==> src/hw/ddr3_pwr_regs.svh <==
/*
 * Constants for the DDR3 command and power-state core: mode register
 * field positions, reset values, latency bases and burst lengths.
 * Assumes it is included by bare name wherever the core needs it.
 */
`ifndef DDR3_PWR_REGS_SVH
`define DDR3_PWR_REGS_SVH

// Mode register reset value, all fields zero.
`define MR_RESET_VAL 14'h0000
// Burst length field of mode register 0, bits 1:0.
`define MR0_BL_MSB 1
`define MR0_BL_LSB 0
`define BL_FIXED8 2'h0
`define BL_OTF 2'h1
`define BL_FIXED4 2'h2
// CAS latency field of mode register 0 and its base value.
`define MR0_CL_MSB 6
`define MR0_CL_LSB 4
`define CL_BASE 6'h04
// Mode register 1: DLL disable bit, additive latency, termination bits.
`define MR1_DLL_OFF_BIT 0
`define MR1_AL_MSB 4
`define MR1_AL_LSB 3
`define MR1_RTT_B0 2
`define MR1_RTT_B1 6
`define MR1_RTT_B2 9
// Mode register 2: CAS write latency field, its base, write termination.
`define MR2_CWL_MSB 5
`define MR2_CWL_LSB 3
`define CWL_BASE 6'h05
`define MR2_RTTWR_MSB 10
`define MR2_RTTWR_LSB 9
// Address bits that carry auto-precharge and burst chop.
`define ADDR_AP_BIT 10
`define ADDR_BC_BIT 12
// Data beats in clock cycles for a full and a chopped burst.
`define BEATS_BL8 6'h04
`define BEATS_BC4 6'h02
// Only latencies needed while the DLL is off.
`define DLL_OFF_CL 6'h06
`define DLL_OFF_CWL 6'h06

`endif

==> src/hw/ddr3_pwr_pkg.sv <==
/*
 * Types for the DDR3 command and power-state core.
 * Assumes nothing of its surroundings; it is compiled before the core.
 */
package ddr3_pwr_pkg;

	// Power and bank state of the device.
	typedef enum logic [2:0] {
		PWR_IDLE,
		PWR_ACTIVE,
		PWR_ACT_PD,
		PWR_PRE_PD,
		PWR_SELF_REF
	} pwr_state_type;

	// Decoded command sampled at a rising edge.
	typedef enum logic [3:0] {
		CMD_DES,
		CMD_NOP,
		CMD_MRS,
		CMD_REF,
		CMD_PRE,
		CMD_ACT,
		CMD_WR,
		CMD_RD,
		CMD_ZQ
	} cmd_type;

	// Active-low command strobes sampled together.
	typedef struct packed {
		logic cs_n;
		logic ras_n;
		logic cas_n;
		logic we_n;
	} cmd_pins_type;

	// Whole state of the core, registered as one word.
	typedef struct packed {
		pwr_state_type pwr;
		logic cke_prev;
		logic [13:0] mr0;
		logic [13:0] mr1;
		logic [13:0] mr2;
		logic [7:0] bank_open;
		logic [5:0] burst_cnt;
		logic [5:0] beats;
		logic burst_rd;
		logic burst_ap;
		logic [2:0] burst_bank;
		logic read_strobe;
		logic write_window;
		logic odt_active;
		logic lat_error;
	} core_state_type;

endpackage

==> src/hw/ddr3_pwr_core.sv <==
/*
 * DDR3 command decode and power-state core: bank tracking, mode register
 * capture, burst timing with the DLL-off read shift, and the CKE driven
 * moves between idle, active, power-down and self refresh.
 * Assumes the controller keeps its own timing (CKE hold, exit times,
 * frequency changes) and that all pins but the asynchronous reset_n are synchronous to sys_clk.
 */
`timescale 1ns/1ps
`include "ddr3_pwr_regs.svh"

module ddr3_pwr_core (
	// Clock and reset.
	input wire logic sys_clk,
	input wire logic reset_n,
	// Command pins from the controller.
	input wire logic cke,
	input wire ddr3_pwr_pkg::cmd_pins_type cmd_pins,
	input wire logic [2:0] ba,
	input wire logic [13:0] addr,
	input wire logic odt,
	// Device state for the rest of the chip.
	output ddr3_pwr_pkg::pwr_state_type pwr_state,
	output logic [7:0] bank_open,
	output logic burst_busy,
	output logic read_strobe,
	output logic write_window,
	output logic odt_active,
	output logic dll_disabled,
	output logic lat_error
);

	// Registered state and its next value.
	ddr3_pwr_pkg::core_state_type st_reg;
	ddr3_pwr_pkg::core_state_type st_next;
	// Command decoded at this edge.
	ddr3_pwr_pkg::cmd_type cmd;
	// Banks that stay open once a pending auto-precharge lands.
	logic [7:0] banks_after;
	// A burst is still counting down, through its latency or its data.
	logic busy;

	// Maps the four strobes to a command; ODT plays no part here.
	function automatic ddr3_pwr_pkg::cmd_type decode(
		input ddr3_pwr_pkg::cmd_pins_type p);
		logic [2:0] rcw;
		rcw = {p.ras_n, p.cas_n, p.we_n};
		if (p.cs_n) begin
			decode = ddr3_pwr_pkg::CMD_DES;
		end else begin
			case (rcw)
				3'h0: decode = ddr3_pwr_pkg::CMD_MRS;
				3'h1: decode = ddr3_pwr_pkg::CMD_REF;
				3'h2: decode = ddr3_pwr_pkg::CMD_PRE;
				3'h3: decode = ddr3_pwr_pkg::CMD_ACT;
				3'h4: decode = ddr3_pwr_pkg::CMD_WR;
				3'h5: decode = ddr3_pwr_pkg::CMD_RD;
				3'h6: decode = ddr3_pwr_pkg::CMD_ZQ;
				default: decode = ddr3_pwr_pkg::CMD_NOP;
			endcase
		end
	endfunction

	// CAS latency in cycles from mode register 0.
	function automatic logic [5:0] cas_lat(input logic [13:0] m0);
		cas_lat = {3'h0, m0[`MR0_CL_MSB:`MR0_CL_LSB]} + `CL_BASE;
	endfunction

	// CAS write latency in cycles from mode register 2.
	function automatic logic [5:0] cas_wr_lat(input logic [13:0] m2);
		cas_wr_lat = {3'h0, m2[`MR2_CWL_MSB:`MR2_CWL_LSB]} + `CWL_BASE;
	endfunction

	// Additive latency: zero, CL-1 or CL-2; the reserved code gives zero.
	function automatic logic [5:0] add_lat(input logic [13:0] m0,
		input logic [13:0] m1);
		logic [5:0] cl;
		cl = cas_lat(m0);
		case (m1[`MR1_AL_MSB:`MR1_AL_LSB])
			2'h1: add_lat = cl - 6'h01;
			2'h2: add_lat = cl - 6'h02;
			default: add_lat = 6'h00;
		endcase
	endfunction

	// Read latency; with the DLL off the strobe starts a cycle early.
	function automatic logic [5:0] read_lat(input logic [13:0] m0,
		input logic [13:0] m1);
		logic [5:0] rl;
		rl = add_lat(m0, m1) + cas_lat(m0);
		if (m1[`MR1_DLL_OFF_BIT]) begin
			rl = rl - 6'h01;
		end
		read_lat = rl;
	endfunction

	// Any termination enabled in mode registers 1 or 2.
	function automatic logic rtt_on(input logic [13:0] m1,
		input logic [13:0] m2);
		rtt_on = m1[`MR1_RTT_B0] | m1[`MR1_RTT_B1] | m1[`MR1_RTT_B2] |
			(|m2[`MR2_RTTWR_MSB:`MR2_RTTWR_LSB]);
	endfunction

	// Next-state logic: burst progress first, then CKE and command.
	always_comb begin
		st_next = st_reg;
		cmd = decode(cmd_pins);
		busy = (st_reg.burst_cnt != 6'h00);
		st_next.cke_prev = cke;
		if (busy) begin
			st_next.burst_cnt = st_reg.burst_cnt - 6'h01;
			// Auto-precharge closes the bank when the burst ends.
			if (st_reg.burst_cnt == 6'h01 && st_reg.burst_ap) begin
				st_next.bank_open[st_reg.burst_bank] = 1'b0;
			end
		end
		banks_after = st_next.bank_open;
		if (busy && st_reg.burst_ap) begin
			banks_after[st_reg.burst_bank] = 1'b0;
		end
		case (st_reg.pwr)
			ddr3_pwr_pkg::PWR_SELF_REF: begin
				if (cke) begin
					st_next.pwr = ddr3_pwr_pkg::PWR_IDLE;
				end
			end
			ddr3_pwr_pkg::PWR_ACT_PD, ddr3_pwr_pkg::PWR_PRE_PD: begin
				if (cke) begin
					st_next.pwr = (|st_next.bank_open) ?
						ddr3_pwr_pkg::PWR_ACTIVE : ddr3_pwr_pkg::PWR_IDLE;
				end
			end
			ddr3_pwr_pkg::PWR_IDLE, ddr3_pwr_pkg::PWR_ACTIVE: begin
				if (st_reg.cke_prev && !cke) begin
					if (cmd == ddr3_pwr_pkg::CMD_REF &&
						st_reg.pwr == ddr3_pwr_pkg::PWR_IDLE && !busy) begin
						st_next.pwr = ddr3_pwr_pkg::PWR_SELF_REF;
					end else if (cmd == ddr3_pwr_pkg::CMD_NOP ||
						cmd == ddr3_pwr_pkg::CMD_DES) begin
						st_next.pwr = (|banks_after) ?
							ddr3_pwr_pkg::PWR_ACT_PD :
							ddr3_pwr_pkg::PWR_PRE_PD;
					end
				end else if (st_reg.cke_prev && cke) begin
					case (cmd)
						ddr3_pwr_pkg::CMD_MRS: begin
							if (st_reg.pwr == ddr3_pwr_pkg::PWR_IDLE) begin
								case (ba)
									3'h0: st_next.mr0 = addr;
									3'h1: st_next.mr1 = addr;
									3'h2: st_next.mr2 = addr;
									default: st_next.mr0 = st_reg.mr0;
								endcase
							end
						end
						ddr3_pwr_pkg::CMD_ACT: begin
							st_next.bank_open[ba] = 1'b1;
						end
						ddr3_pwr_pkg::CMD_PRE: begin
							if (addr[`ADDR_AP_BIT]) begin
								st_next.bank_open = 8'h00;
							end else begin
								st_next.bank_open[ba] = 1'b0;
							end
						end
						ddr3_pwr_pkg::CMD_RD, ddr3_pwr_pkg::CMD_WR: begin
							// no new burst cuts a running one
							if (!busy && st_reg.bank_open[ba]) begin
								// A12 chooses chop on the fly
								if (st_reg.mr0[`MR0_BL_MSB:`MR0_BL_LSB] ==
									`BL_OTF) begin
									st_next.beats = addr[`ADDR_BC_BIT] ?
										`BEATS_BL8 : `BEATS_BC4;
								end else if (st_reg.mr0[`MR0_BL_MSB:
									`MR0_BL_LSB] == `BL_FIXED4) begin
									st_next.beats = `BEATS_BC4;
								end else begin
									st_next.beats = `BEATS_BL8;
								end
								st_next.burst_rd = (cmd == ddr3_pwr_pkg::CMD_RD);
								st_next.burst_ap = addr[`ADDR_AP_BIT];
								st_next.burst_bank = ba;
								st_next.burst_cnt = st_next.beats + (st_next.burst_rd ?
									read_lat(st_reg.mr0, st_reg.mr1) :
									add_lat(st_reg.mr0, st_reg.mr1) +
									cas_wr_lat(st_reg.mr2));
							end
						end
						default: st_next.cke_prev = cke;
					endcase
					st_next.pwr = (|st_next.bank_open) ?
						ddr3_pwr_pkg::PWR_ACTIVE : ddr3_pwr_pkg::PWR_IDLE;
				end
			end
			default: st_next.pwr = ddr3_pwr_pkg::PWR_IDLE;
		endcase
		// Data windows open for the last beats of the countdown.
		st_next.read_strobe = st_next.burst_rd &&
			st_next.burst_cnt != 6'h00 && st_next.burst_cnt <= st_next.beats;
		st_next.write_window = !st_next.burst_rd &&
			st_next.burst_cnt != 6'h00 && st_next.burst_cnt <= st_next.beats;
		st_next.odt_active = odt && rtt_on(st_next.mr1, st_next.mr2) &&
			st_next.pwr != ddr3_pwr_pkg::PWR_SELF_REF;
		// DLL off needs CL 6 and CWL 6
		st_next.lat_error = st_next.mr1[`MR1_DLL_OFF_BIT] &&
			(cas_lat(st_next.mr0) != `DLL_OFF_CL ||
			cas_wr_lat(st_next.mr2) != `DLL_OFF_CWL);
	end

	// State register; reset loads only constants.
	always_ff @(posedge sys_clk or negedge reset_n) begin
		if (!reset_n) begin
			st_reg <= '{pwr: ddr3_pwr_pkg::PWR_IDLE, cke_prev: 1'b0,
				mr0: `MR_RESET_VAL, mr1: `MR_RESET_VAL, mr2: `MR_RESET_VAL,
				bank_open: 8'h00, burst_cnt: 6'h00, beats: 6'h00,
				burst_rd: 1'b0, burst_ap: 1'b0, burst_bank: 3'h0,
				read_strobe: 1'b0, write_window: 1'b0, odt_active: 1'b0,
				lat_error: 1'b0};
		end else begin
			st_reg <= st_next;
		end
	end

	// Outputs come straight from the state register.
	assign pwr_state = st_reg.pwr;
	assign bank_open = st_reg.bank_open;
	assign burst_busy = (st_reg.burst_cnt != 6'h00);
	assign read_strobe = st_reg.read_strobe;
	assign write_window = st_reg.write_window;
	assign odt_active = st_reg.odt_active;
	assign dll_disabled = st_reg.mr1[`MR1_DLL_OFF_BIT];
	assign lat_error = st_reg.lat_error;
endmodule

==> config.mk <==
export PLATFORM = sky130hd
export DESIGN_NAME = ddr3_pwr_core
export DESIGN_NICKNAME = d
export VERILOG_FILES = /design/src/hw/ddr3_pwr_pkg.sv /design/src/hw/ddr3_pwr_core.sv
export VERILOG_INCLUDE_DIRS = /design/src /design/src/hw
export SDC_FILE = /design/constraint.sdc
export NUM_CORES = 1
export LEC_CHECK = 0
export CAP_MARGIN = 20
export CELL_PAD_IN_SITES_DETAIL_PLACEMENT = 1
export CELL_PAD_IN_SITES_GLOBAL_PLACEMENT = 1
export CORE_MARGIN = 8
export CORE_UTILIZATION = 53
export DETAILED_ROUTE_END_ITERATION = 10
export DONT_BUFFER_PORTS = 1
export PLACE_DENSITY = 0.83
export SLEW_MARGIN = 10
export SYNTH_ARGS = -nofsm -noshare
export SYNTH_HDL_FRONTEND = slang
export SYNTH_SLANG_ARGS = --single-unit
==> constraint.sdc <==
create_clock -name sys_clk -period 10.29 [get_ports sys_clk]
set_input_delay 3.087 -clock sys_clk [delete_from_list [all_inputs] [get_ports sys_clk]]
set_output_delay 3.087 -clock sys_clk [all_outputs]
set_load 0.02 [all_outputs]
==> reports/metrics.cfg, run 1 <==
[detailed_routing]
antenna_left = 0
wl_per_cell_microns = 19.2
num_vias = 3129
dr.pass1.iters = 4
wl_mm = 9.79
first_iter_violations = 97
viasPerCell = 6.12
drc = 0

[setup_path]
crit_chain = inv_1 -> ha_1 -> nand3b_4 -> or3_1 -> nand2_1 -> o21ai_0 -> ha_1 -> fa_1 -> inv_1 -> o21bai_1 -> ha_1 -> o21a_1 -> o21a_1 -> o21a_1 -> o21a_1 -> o22ai_1 -> nand2b_1 -> a21oi_1
end_kind = register
crit_arrival_ns = 6.50
crit_path_start_kind = input port
cpMostUsedCell = o21a_1
crit_required_ns = 10.53
path_class = input port to register
slowest_stage = fa_1
crit_fanout = 7
slowest_delay_ns = 0.48

[place]
dpl.cell_count = 503
pre_cts_ws_ns = 3.68
place.gp.congestion = 0.839
portBuffers = 0
hpwl_mm = 7.75
placed_area_sq_um = 3780

[pwr]
p_leak_nw = 1.75
seq_power_share = 0.405
p_sw_mw = 0.252
p_per_area_nw_per_um2 = 163
pwr-share-comb = 0.401
clockPowerShare = 0.194
vdd_drop_max_mv = 0.100
netSwitchingFraction = 0.398
p_int_mw = 0.381

[yosys]
yosys.area.top_type = dfrtp_1
yosysUniqueCellTypes = 73
synth_edf_count = 0
ys_seq_elements = 49
synthTopCellsByArea = dfrtp_1 32%, ha_1 9.2%, inv_1 4.1%
async_reset_ff_frac = 1.00
synth_common_cells = 49 x dfrtp_1, 41 x inv_1, 40 x nand2_1
syn-num-nets = 482
synthCells = 427
yosysMostFrequentCell = dfrtp_1
syn_area_per_cell_sq_um = 8.88
synth_ff_type = dfrtp_1
ys_seq_area_frac = 0.323
yosysTopAreaCellShare = 0.323
syn_area_sq_um = 3790
ys_warn_count = 0

[clock_network]
clockRootBuffer = clkbuf_8
clockBufferDepth = 2
cts_sinks = 49
cts_made_buffers = 5
cts_resized = 0
clkSlewWorstSetupHoldPaths_ns = 0.10
clk_latency_ns = 0.31
htreeDepth = 2
cts_tree = done
cts_setup_buffers = 0
cts_hold_buf = 0

[floorplanning]
fp.dieArea_sq_um = 10100
initial_utilization = 0.534
dieWidth_microns = 101
rows = 31
chipHeight_microns = 101
ioPinCount = 42
core_area_sq_um = 7100

[cells_and_area]
syn_to_final_growth_pct = 2.34
design_area_sq_um = 3880
stdcell_count = 511
largest_register_ffs = 33
diodes = 0
fillers = 836
nNetsFinal = 466
drive_gt1_frac = 0.0947

[timing]
finalWorstSetupSlack_ns = 4.03
drv_slew = 0
grt_setup_unrepaired = no
hold_violations = 0
fin_tns_setup_ns = 0
period_share = 0.609
fin_hold_ws_ns = 0.480
timing.final.crit_period_ns = 6.26
setup_viol = 0
fmax_mhz = 160
fin_skew_ns = 0.0134
worst_pin_slew_ns = 0.686
relSlewSlack = 0.541

[global_route]
track_usage = 0.206
antenna_found_initial = 0
grt_pass1_wl_mm = 16.7
grt_max_degree = 50
grt_remaining_overflow = 0
first_global_vias = 3257

[flow_run]
drv_cap = 0

[outcome]
outcome = completed

[min_path]
holdCritPathClass = register to register

## cells by family (layout without fill, tap and decap cells)
logic type / Yosys count / after routing / share of synthesized area
buffers and inverters: 64 / 49 / 0.0749
AND/OR/NAND/NOR: 149 / 149 / 0.226
flip-flops: 49 / 49 / 0.323
multiplexers: 18 / 18 / 0.0587
adder cells (fa/ha/maj): 30 / 30 / 0.103
AO/OA/AOI/OAI: 110 / 110 / 0.198
XOR/XNOR: 7 / 7 / 0.0162
## cell type report
cell class	count	area, sq um	share of cell area
clock buffer	5	68.8	0.0177
clock inverter	3	26.3	0.00677
inverter	41	154	0.0397
multi-input combinational	314	2280	0.588
sequential	49	1230	0.316
tap	99	124	0.0319
## worst paths after layout
kind,start,to,slack (ns),cells after the start
worst max-delay path,cmd_pins[1],write_window$_DFF_PN0_,4.03,18
worst min-delay path,st_reg[14]$_DFF_PN0_,st_reg[14]$_DFF_PN0_,0.48,2
worst max register to register,st_reg[62]$_DFF_PN0_,write_window$_DFF_PN0_,5.42,21
worst min register to register,st_reg[14]$_DFF_PN0_,st_reg[14]$_DFF_PN0_,0.48,2
max in group asynchronous,reset_n,st_reg[5]$_DFFE_PN0P_,7.74,0
min in group asynchronous,reset_n,st_reg[38]$_DFF_PN0_,2.45,0
## worst max-delay path, delay by kind of cell
family                   cells  cell delay (ns)
adder cells (fa/ha/maj)      4             1.36
AO/OA/AOI/OAI                8             1.23
AND/OR/NAND/NOR              4             0.72
buffers and inverters        2             0.10
## routing by layer
metal / track usage / up-vias / share of wire
met5: 0 / - / 0
met4: 0.0453 / 0 / 0.0095
met3: 0.0359 / 10 / 0.036
met2: 0.367 / 54 / 0.52
met1: 0.250 / 1568 / 0.43
li1: - / 1497 / -
## layout by cell type (no fill, tap or decap), types with 5 or more instances in the layout
cell	synthesis	final
a21oi_1	17	17
o31ai_1	6	6
a211oi_1	5	5
inv_1	41	41
nor3_1	20	20
nand3_1	7	7
mux2_2	10	10
and2_1	6	6
clkbuf_8	0	5
ha_1	28	28
nand2b_1	10	10
nor2_1	21	21
mux2i_1	5	5
o21a_1	12	12
dfrtp_1	49	49
a21o_1	6	6
nand2_1	40	40
o21ai_0	29	29
## stage by stage
| step | utilization | total power [mW] |
|---|---|---|
| final | 0.547 | 0.633 |
| after global routing | 0.547 | 0.680 |
| after CTS | 0.547 | 0.637 |
| after detailed placement | 0.533 | 0.513 |
| after global placement | 0.533 | 0.494 |
| after floorplan | - | 0.458 |
## power groups by stage
| stage | clock network [mW] | logic, mW | registers (mW) |
|---|---|---|---|
| finish | 0.123 | 0.254 | 0.256 |
| global route | 0.135 | 0.285 | 0.260 |
| CTS | 0.126 | 0.255 | 0.256 |
| detailed placement | 0 | 0.253 | 0.260 |
| global placement | 0 | 0.237 | 0.257 |
| floorplan | 0 | 0.216 | 0.242 |
Note: power is estimated with default switching activity, not from simulation.
==> run 2: changes to the inputs <==
Settings changed: CORE_UTILIZATION 53 to 49, PLACE_DENSITY 0.83 to 0.77.
Clock period 10.29 ns to 5.9 ns, I/O delays scaled along.
==> run 2 against run 1 <==
Against the previous run: global-route usage down 1.9 points; worst setup slack worse by 3.1 ns; wire length up 0.17%; critical path depth up 1; sequential power up 74%; register-to-register slack worse by 4.4 ns; utilization down 3.5 points; flip-flop and latch count unchanged; final cell count up 0.78%; critical path type unchanged; largest power group unchanged; highest routed layer unchanged.
==> reports/metrics.cfg, run 2 (synthesis gave the netlist of run 1 again) <==
[pwr]
p_sw_mw = 0.436  ; was 0.252 mW
clockPowerShare = 0.196  ; was 0.194
vdd_drop_max_mv = 0.147  ; was 0.100 mV
netSwitchingFraction = 0.396  ; was 0.398
p_leak_nw = 1.76  ; was 1.75 nW
pwr-share-comb = 0.399  ; was 0.401
p_int_mw = 0.664  ; was 0.381 mW
finalPower_mw = 1.10  ; was 0.633 mW
seq_power_share = 0.405  ; about the same
p_per_area_nw_per_um2 = 283  ; was 163 nW/um^2

[clock_network]
clk_latency_ns = 0.31  ; about the same
clockRootBuffer = clkbuf_8  ; unchanged
cts_made_buffers = 5  ; unchanged
htreeDepth = 2  ; unchanged
cts_hold_buf = 0  ; unchanged
cts_resized = 0  ; unchanged
cts_sinks = 49  ; unchanged
cts_setup_buffers = 0  ; unchanged
clockBufferDepth = 2  ; unchanged
clkSlewWorstSetupHoldPaths_ns = 0.10  ; about the same
cts_tree = done  ; unchanged

[detailed_routing]
antenna_left = 0  ; unchanged
num_vias = 3051  ; was 3,129
drc = 0  ; unchanged
viasPerCell = 5.92  ; was 6.12
wl_per_cell_microns = 19.0  ; was 19.2 microns
wl_mm = 9.80  ; was 9.79 mm
dr.pass1.iters = 4  ; unchanged
first_iter_violations = 81  ; was 97

[place]
portBuffers = 0  ; unchanged
place.gp.congestion = 0.854  ; was 0.839
hpwl_mm = 7.66  ; was 7.75 mm

[timing]
fin_tns_setup_ns = 0  ; unchanged
drv_slew = 0  ; unchanged
period_share = 0.838
setup_viol = 0  ; unchanged
worst_pin_slew_ns = 0.706  ; was 0.686 ns
fin_skew_ns = 0.00859  ; was 0.0134 ns
timing.final.crit_period_ns = 4.95
grt_setup_unrepaired = no  ; unchanged
fmax_mhz = 202
hold_violations = 0  ; unchanged
relSlewSlack = 0.528  ; was 0.541

[global_route]
grt_remaining_overflow = 0  ; unchanged
grt_max_degree = 50  ; unchanged
first_global_vias = 3208  ; was 3,257
antenna_found_initial = 0  ; unchanged
grt_pass1_wl_mm = 16.7  ; about the same
track_usage = 0.187  ; was 0.206

[floorplanning]
chipHeight_microns = 104  ; was 101 microns
ioPinCount = 42  ; unchanged
fp.dieArea_sq_um = 10800  ; was 10,100 sq um
dieWidth_microns = 104  ; was 101 microns
core_area_sq_um = 7610  ; was 7100 sq um
rows = 32  ; was 31
initial_utilization = 0.498  ; was 0.534

[setup_path]
r2r_end = read_strobe$_DFF_PN0_  ; was write_window$_DFF_PN0_
slowest_delay_ns = 0.43  ; was 0.48 ns
cp_num_buf_inv = 2  ; unchanged
crit_path_start_kind = input port  ; unchanged
crit_fanout = 7  ; unchanged
slowest_stage = or3_1  ; was fa_1
path_delay_family = adder cells  ; unchanged
end_kind = register  ; unchanged
rrSetupSlack_ns = 0.99  ; was 5.42 ns
path_class = input port to register  ; unchanged
crit_arrival_ns = 5.19  ; was 6.50 ns
reg2reg_from = st_reg[62]$_DFF_PN0_  ; unchanged
crit_chain = inv_1 -> ha_1 -> nand3b_4 -> or3_1 -> nand2_1 -> o21ai_0 -> ha_1 -> fa_1 -> inv_1 -> nor2_1 -> mux2i_1 -> nand2_1 -> ha_1 -> o21a_1 -> o21a_1 -> o21a_1 -> o22ai_1 -> nand2_1 -> a21oi_1  ; was inv_1 -> ha_1 -> nand3b_4 -> or3_1 -> nand2_1 -> o21ai_0 -> ha_1 -> fa_1 -> inv_1 -> o21bai_1 -> ha_1 -> o21a_1 -> o21a_1 -> o21a_1 -> o21a_1 -> o22ai_1 -> nand2b_1 -> a21oi_1
reg2reg_depth = 21  ; unchanged
crit_required_ns = 6.15  ; was 10.53 ns

[cells_and_area]
mostFrequentLayoutCells = 49 x dfrtp_1, 41 x inv_1, 40 x nand2_1  ; unchanged
layout_commonest_cell = dfrtp_1  ; unchanged
largest_register_ffs = 33  ; unchanged
diodes = 0  ; unchanged
nNetsFinal = 467  ; was 466
syn_to_final_growth_pct = 2.64  ; was 2.34%
drive_gt1_frac = 0.0969  ; was 0.0947

[min_path]
min_delay_worst_endpoint = st_reg[13]$_DFF_PN0_  ; was st_reg[14]$_DFF_PN0_
worst_hold_startpoint = st_reg[13]$_DFF_PN0_  ; was st_reg[14]$_DFF_PN0_
holdCritPathClass = register to register  ; unchanged
hold_path_depth = 2  ; unchanged

[outcome]
outcome = completed  ; unchanged

[flow_run]
drv_cap = 0  ; unchanged

-- run 2: final cells by class --
type	instances	area, sq um
fill	931	3720
multi-input combinational	314	2280
sequential	49	1230
inverter	41	154
tap	102	128
clock buffer	5	68.8
clock inverter	3	26.3
timing repair buffer	1	7.51
-- run 2: worst register-to-register path, stage by stage, from the launching register on --
cell	delay, ns
dfrtp_1	0.49
inv_1	0.17
ha_1	0.33
nand4bb_1	0.36
o21a_1	0.21
ha_1	0.24
inv_1	0.09
a21boi_0	0.10
or2_2	0.34
xor2_1	0.18
o21ai_0	0.32
fa_1	0.29
inv_1	0.07
nor3_1	0.24
a211oi_1	0.11
nor3_1	0.34
inv_1	0.12
ha_1	0.31
o21a_1	0.12
o22ai_1	0.22
nand2_1	0.08
a21oi_1	0.12
-- run 2: metrics by stage --
stage / instance area [sq um] / hold WS (ns) / util / worst slack (ns) / cells
after floorplan: 3790 / 0.433 / - / 0.960 / 427
after global placement: 3800 / 0.453 / 0.499 / 0.667 / 507
after detailed placement: 3800 / 0.462 / 0.499 / 0.602 / 507
after CTS: 3890 / 0.491 / 0.512 / 0.948 / 515
after global routing: 3890 / 0.520 / 0.512 / 0.582 / 515
final: 3890 / 0.486 / 0.512 / 0.953 / 515
-- run 2: routing by layer --
| layer | track usage | part of all wire | vias up |
|---|---|---|---|
| li1 | - | - | 1494 |
| met1 | 0.232 | 0.44 | 1502 |
| met2 | 0.322 | 0.51 | 46 |
| met3 | 0.0366 | 0.045 | 9 |
| met4 | 0.0496 | 0.0077 | 0 |
| met5 | 0 | 0 | - |
-- run 2: how the worst max path moves through the flow --
stage | from | end | slack [ns] | cells past startpoint
6_report | cmd_pins[1] | read_strobe$_DFF_PN0_ | 0.95 | 19
4_1_cts | cmd_pins[1] | read_strobe$_DFF_PN0_ | 0.95 | 19
2_1_floorplan | cmd_pins[1] | write_window$_DFF_PN0_ | 0.96 | 19
5_1_grt | st_reg[62]$_DFF_PN0_ | read_strobe$_DFF_PN0_ | 0.58 | 21
3_5_place_dp | cmd_pins[1] | read_strobe$_DFF_PN0_ | 0.60 | 18
3_3_place_gp | cmd_pins[1] | write_window$_DFF_PN0_ | 0.67 | 18
-- run 2: power groups by stage --
stage	logic [mW]	registers (mW)	clock network [mW]
2_1_floorplan	0.377	0.422	0
3_3_place_gp	0.417	0.449	0
3_5_place_dp	0.437	0.452	0
4_1_cts	0.440	0.446	0.227
5_1_grt	0.494	0.454	0.233
6_report	0.439	0.445	0.216
==> run 3: changes to the inputs <==
Settings changed: CORE_UTILIZATION 49 to 44, PLACE_DENSITY 0.77 to 0.73.
Clock period 5.9 ns to 4.5 ns, I/O delays scaled along.
==> run 3 against run 2 <==
Against the previous run: via count up 5.1%; sequential share of layout area is 2.7 points lower; critical path depth rose by 3; combinational power increased by 62%; design area is 9.3% higher.
==> reports/metrics.cfg, run 3 (synthesis gave the netlist of run 1 again) <==
[outcome]
outcome = completed  ; unchanged

[timing]
hold_violations = 0  ; unchanged
drv_slew = 0  ; unchanged
relSlewSlack = 0.626  ; was 0.528
timing.final.crit_period_ns = 4.27
worst_pin_slew_ns = 0.555  ; was 0.706 ns
fmax_mhz = 234
setup_viol = 0  ; unchanged
fin_skew_ns = 0.0105  ; was 0.00859 ns
period_share = 0.950
finalWorstSetupSlack_ns = 0.226  ; was 0.953 ns
fin_tns_setup_ns = 0  ; unchanged

[min_path]
holdCritPathClass = register to register  ; unchanged

[cells_and_area]
layout_commonest_cell = dfrtp_1  ; unchanged
regArea_sq_um = 1230  ; unchanged
nNetsFinal = 490  ; was 467
syn_to_final_growth_pct = 12.2  ; was 2.64%
multi_input_area_sq_um = 2460  ; was 2280 sq um
drive_gt1_frac = 0.206  ; was 0.0969
mostFrequentLayoutCells = 49 x dfrtp_1, 40 x nand2_1, 37 x inv_1  ; was 49 x dfrtp_1, 41 x inv_1, 40 x nand2_1
fillers = 1022  ; was 931
largest_register_ffs = 33  ; unchanged
stdcell_count = 544  ; was 515
diodes = 0  ; unchanged

[setup_path]
r2r_end = write_window$_DFF_PN0_  ; was read_strobe$_DFF_PN0_
cp-startpoint = st_reg[62]$_DFF_PN0_  ; was cmd_pins[1]
crit_path_start_kind = register  ; was input port
critPathCapture = write_window$_DFF_PN0_  ; was read_strobe$_DFF_PN0_
crit_required_ns = 4.75  ; was 6.15 ns
crit_chain = inv_2 -> ha_4 -> nand2b_4 -> a21oi_1 -> o21a_1 -> ha_4 -> inv_1 -> ha_1 -> mux2_4 -> o21ai_2 -> ha_2 -> fa_2 -> inv_2 -> o21bai_4 -> ha_4 -> o21a_1 -> o21a_1 -> o21a_1 -> o21a_1 -> o22ai_2 -> nand2b_1 -> a21oi_1  ; was inv_1 -> ha_1 -> nand3b_4 -> or3_1 -> nand2_1 -> o21ai_0 -> ha_1 -> fa_1 -> inv_1 -> nor2_1 -> mux2i_1 -> nand2_1 -> ha_1 -> o21a_1 -> o21a_1 -> o21a_1 -> o22ai_1 -> nand2_1 -> a21oi_1
reg2reg_depth = 22  ; was 21
reg2reg_from = st_reg[62]$_DFF_PN0_  ; unchanged
slowest_stage = fa_2  ; was or3_1
crit_arrival_ns = 4.52  ; was 5.19 ns
crit_fanout = 4  ; was 7
rrSetupSlack_ns = 0.23  ; was 0.99 ns
path_class = register to register  ; was input port to register
end_kind = register  ; unchanged
slowest_delay_ns = 0.45  ; was 0.43 ns
cpMostUsedCell = o21a_1

[clock_network]
htreeDepth = 2  ; unchanged
cts_tree = done  ; unchanged
cts_hold_buf = 0  ; unchanged
clk_latency_ns = 0.32  ; was 0.31 ns
cts_sinks = 49  ; unchanged
clkSlewWorstSetupHoldPaths_ns = 0.11  ; was 0.10 ns
cts_made_buffers = 5  ; unchanged
clockBufferDepth = 2  ; unchanged
clockRootBuffer = clkbuf_8  ; unchanged

[pwr]
vdd_drop_max_mv = 0.208  ; was 0.147 mV
p_leak_nw = 1.87  ; was 1.76 nW
p_per_area_nw_per_um2 = 374  ; was 283 nW/um^2
finalPower_mw = 1.59  ; was 1.10 mW

[detailed_routing]
wl_per_cell_microns = 19.8  ; was 19.0 microns
num_vias = 3208  ; was 3,051
drc = 0  ; unchanged
viasPerCell = 5.90  ; was 5.92
wl_mm = 10.8  ; was 9.80 mm
antenna_left = 0  ; unchanged
first_iter_violations = 77  ; was 81
dr.pass1.iters = 4  ; unchanged

[floorplanning]
core_area_sq_um = 8550  ; was 7610 sq um
ioPinCount = 42  ; unchanged
initial_utilization = 0.443  ; was 0.498
rows = 34  ; was 32
fp.dieArea_sq_um = 11800  ; was 10,800 sq um
chipHeight_microns = 109  ; was 104 microns
dieWidth_microns = 109  ; was 104 microns

[global_route]
antenna_found_initial = 0  ; unchanged
grt_remaining_overflow = 0  ; unchanged
first_global_vias = 3542  ; was 3,208
top_usage_layer = met2  ; unchanged
met2_usage = 0.335  ; was 0.322
track_usage = 0.188  ; was 0.187
use_met3 = 0.0313  ; was 0.0366
grt_max_degree = 50  ; unchanged
gr-usage-met1 = 0.227  ; was 0.232
grt_pass1_wl_mm = 17.7  ; was 16.7 mm

[place]
hpwl_mm = 8.28  ; was 7.66 mm
pre_cts_ws_ns = -0.278  ; was 0.602 ns
dpl.cell_count = 534  ; was 507
place.gp.congestion = 0.832  ; was 0.854
portBuffers = 0  ; unchanged

[flow_run]
drv_cap = 0  ; unchanged

## run 3: changes by cell type in the layout (fill, tap and decap cells not counted), moves of 2 or more
| cell | previous run | this run |
|---|---|---|
| buf_4 | 1 | 24 |
| ha_4 | 0 | 7 |
| o21ai_0 | 29 | 27 |
| o21ai_2 | 0 | 2 |
| inv_1 | 41 | 37 |
| nor3_2 | 1 | 4 |
| inv_2 | 0 | 4 |
| nor3_1 | 20 | 17 |
| ha_1 | 28 | 20 |
## run 3: per-layer routing
| metal | part of all wire | vias up | routed length [microns] |
|---|---|---|---|
| li1 | - | 1551 | - |
| met1 | 0.43 | 1611 | 4600 |
| met2 | 0.53 | 37 | 5710 |
| met3 | 0.030 | 9 | 322 |
| met4 | 0.012 | 0 | 133 |
| met5 | 0 | - | 0 |
## run 3: final cells by class
cell class | count | area share
clock buffer | 5 | 0.0162
clock inverter | 3 | 0.00618
inverter | 41 | 0.0362
multi-input combinational | 314 | 0.579
sequential | 49 | 0.288
tap | 108 | 0.0318
timing repair buffer | 24 | 0.0424
## run 3: timing repair
action / CTS / global route
resized for setup: 5 / 29
cloned: 0 / 0
endpoints found under the setup margin: 2 / 2
pin swaps: 1 / 10
buffers inserted: 0 / 2
## run 3: worst max-delay path: cells and delay by family (launching register included)
kind | cells | cell delay [ns]
fa+ha+maj | 6 | 1.74
compound gates | 10 | 1.38
flops | 1 | 0.40
mux | 1 | 0.26
buf+inv | 3 | 0.22
simple gates | 2 | 0.21
## run 3: report_power, final
group	switching, mW	internal (mW)
logic	0.366	0.346
registers	0.0842	0.498
clock network	0.181	0.114
## run 3: worst min path at each step
stage	from	endpoint	slack (ns)	cells after the start
6_report	st_reg[11]$_DFF_PN0_	st_reg[11]$_DFF_PN0_	0.48	1
3_3_place_gp	st_reg[13]$_DFF_PN0_	st_reg[13]$_DFF_PN0_	0.45	2
5_1_grt	st_reg[11]$_DFF_PN0_	st_reg[11]$_DFF_PN0_	0.51	1
4_1_cts	st_reg[11]$_DFF_PN0_	st_reg[11]$_DFF_PN0_	0.49	1
3_5_place_dp	st_reg[13]$_DFF_PN0_	st_reg[13]$_DFF_PN0_	0.46	2
2_1_floorplan	st_reg[12]$_DFF_PN0_	st_reg[12]$_DFF_PN0_	0.43	2
## run 3: stage by stage
| stage | area (sq um) | hold slack, ns | util |
|---|---|---|---|
| 2_1_floorplan | 3800 | 0.433 | - |
| 3_3_place_gp | 3970 | 0.449 | 0.465 |
| 3_5_place_dp | 3970 | 0.457 | 0.465 |
| 4_1_cts | 4090 | 0.487 | 0.478 |
| 5_1_grt | 4250 | 0.511 | 0.498 |
| 6_report | 4250 | 0.481 | 0.498 |
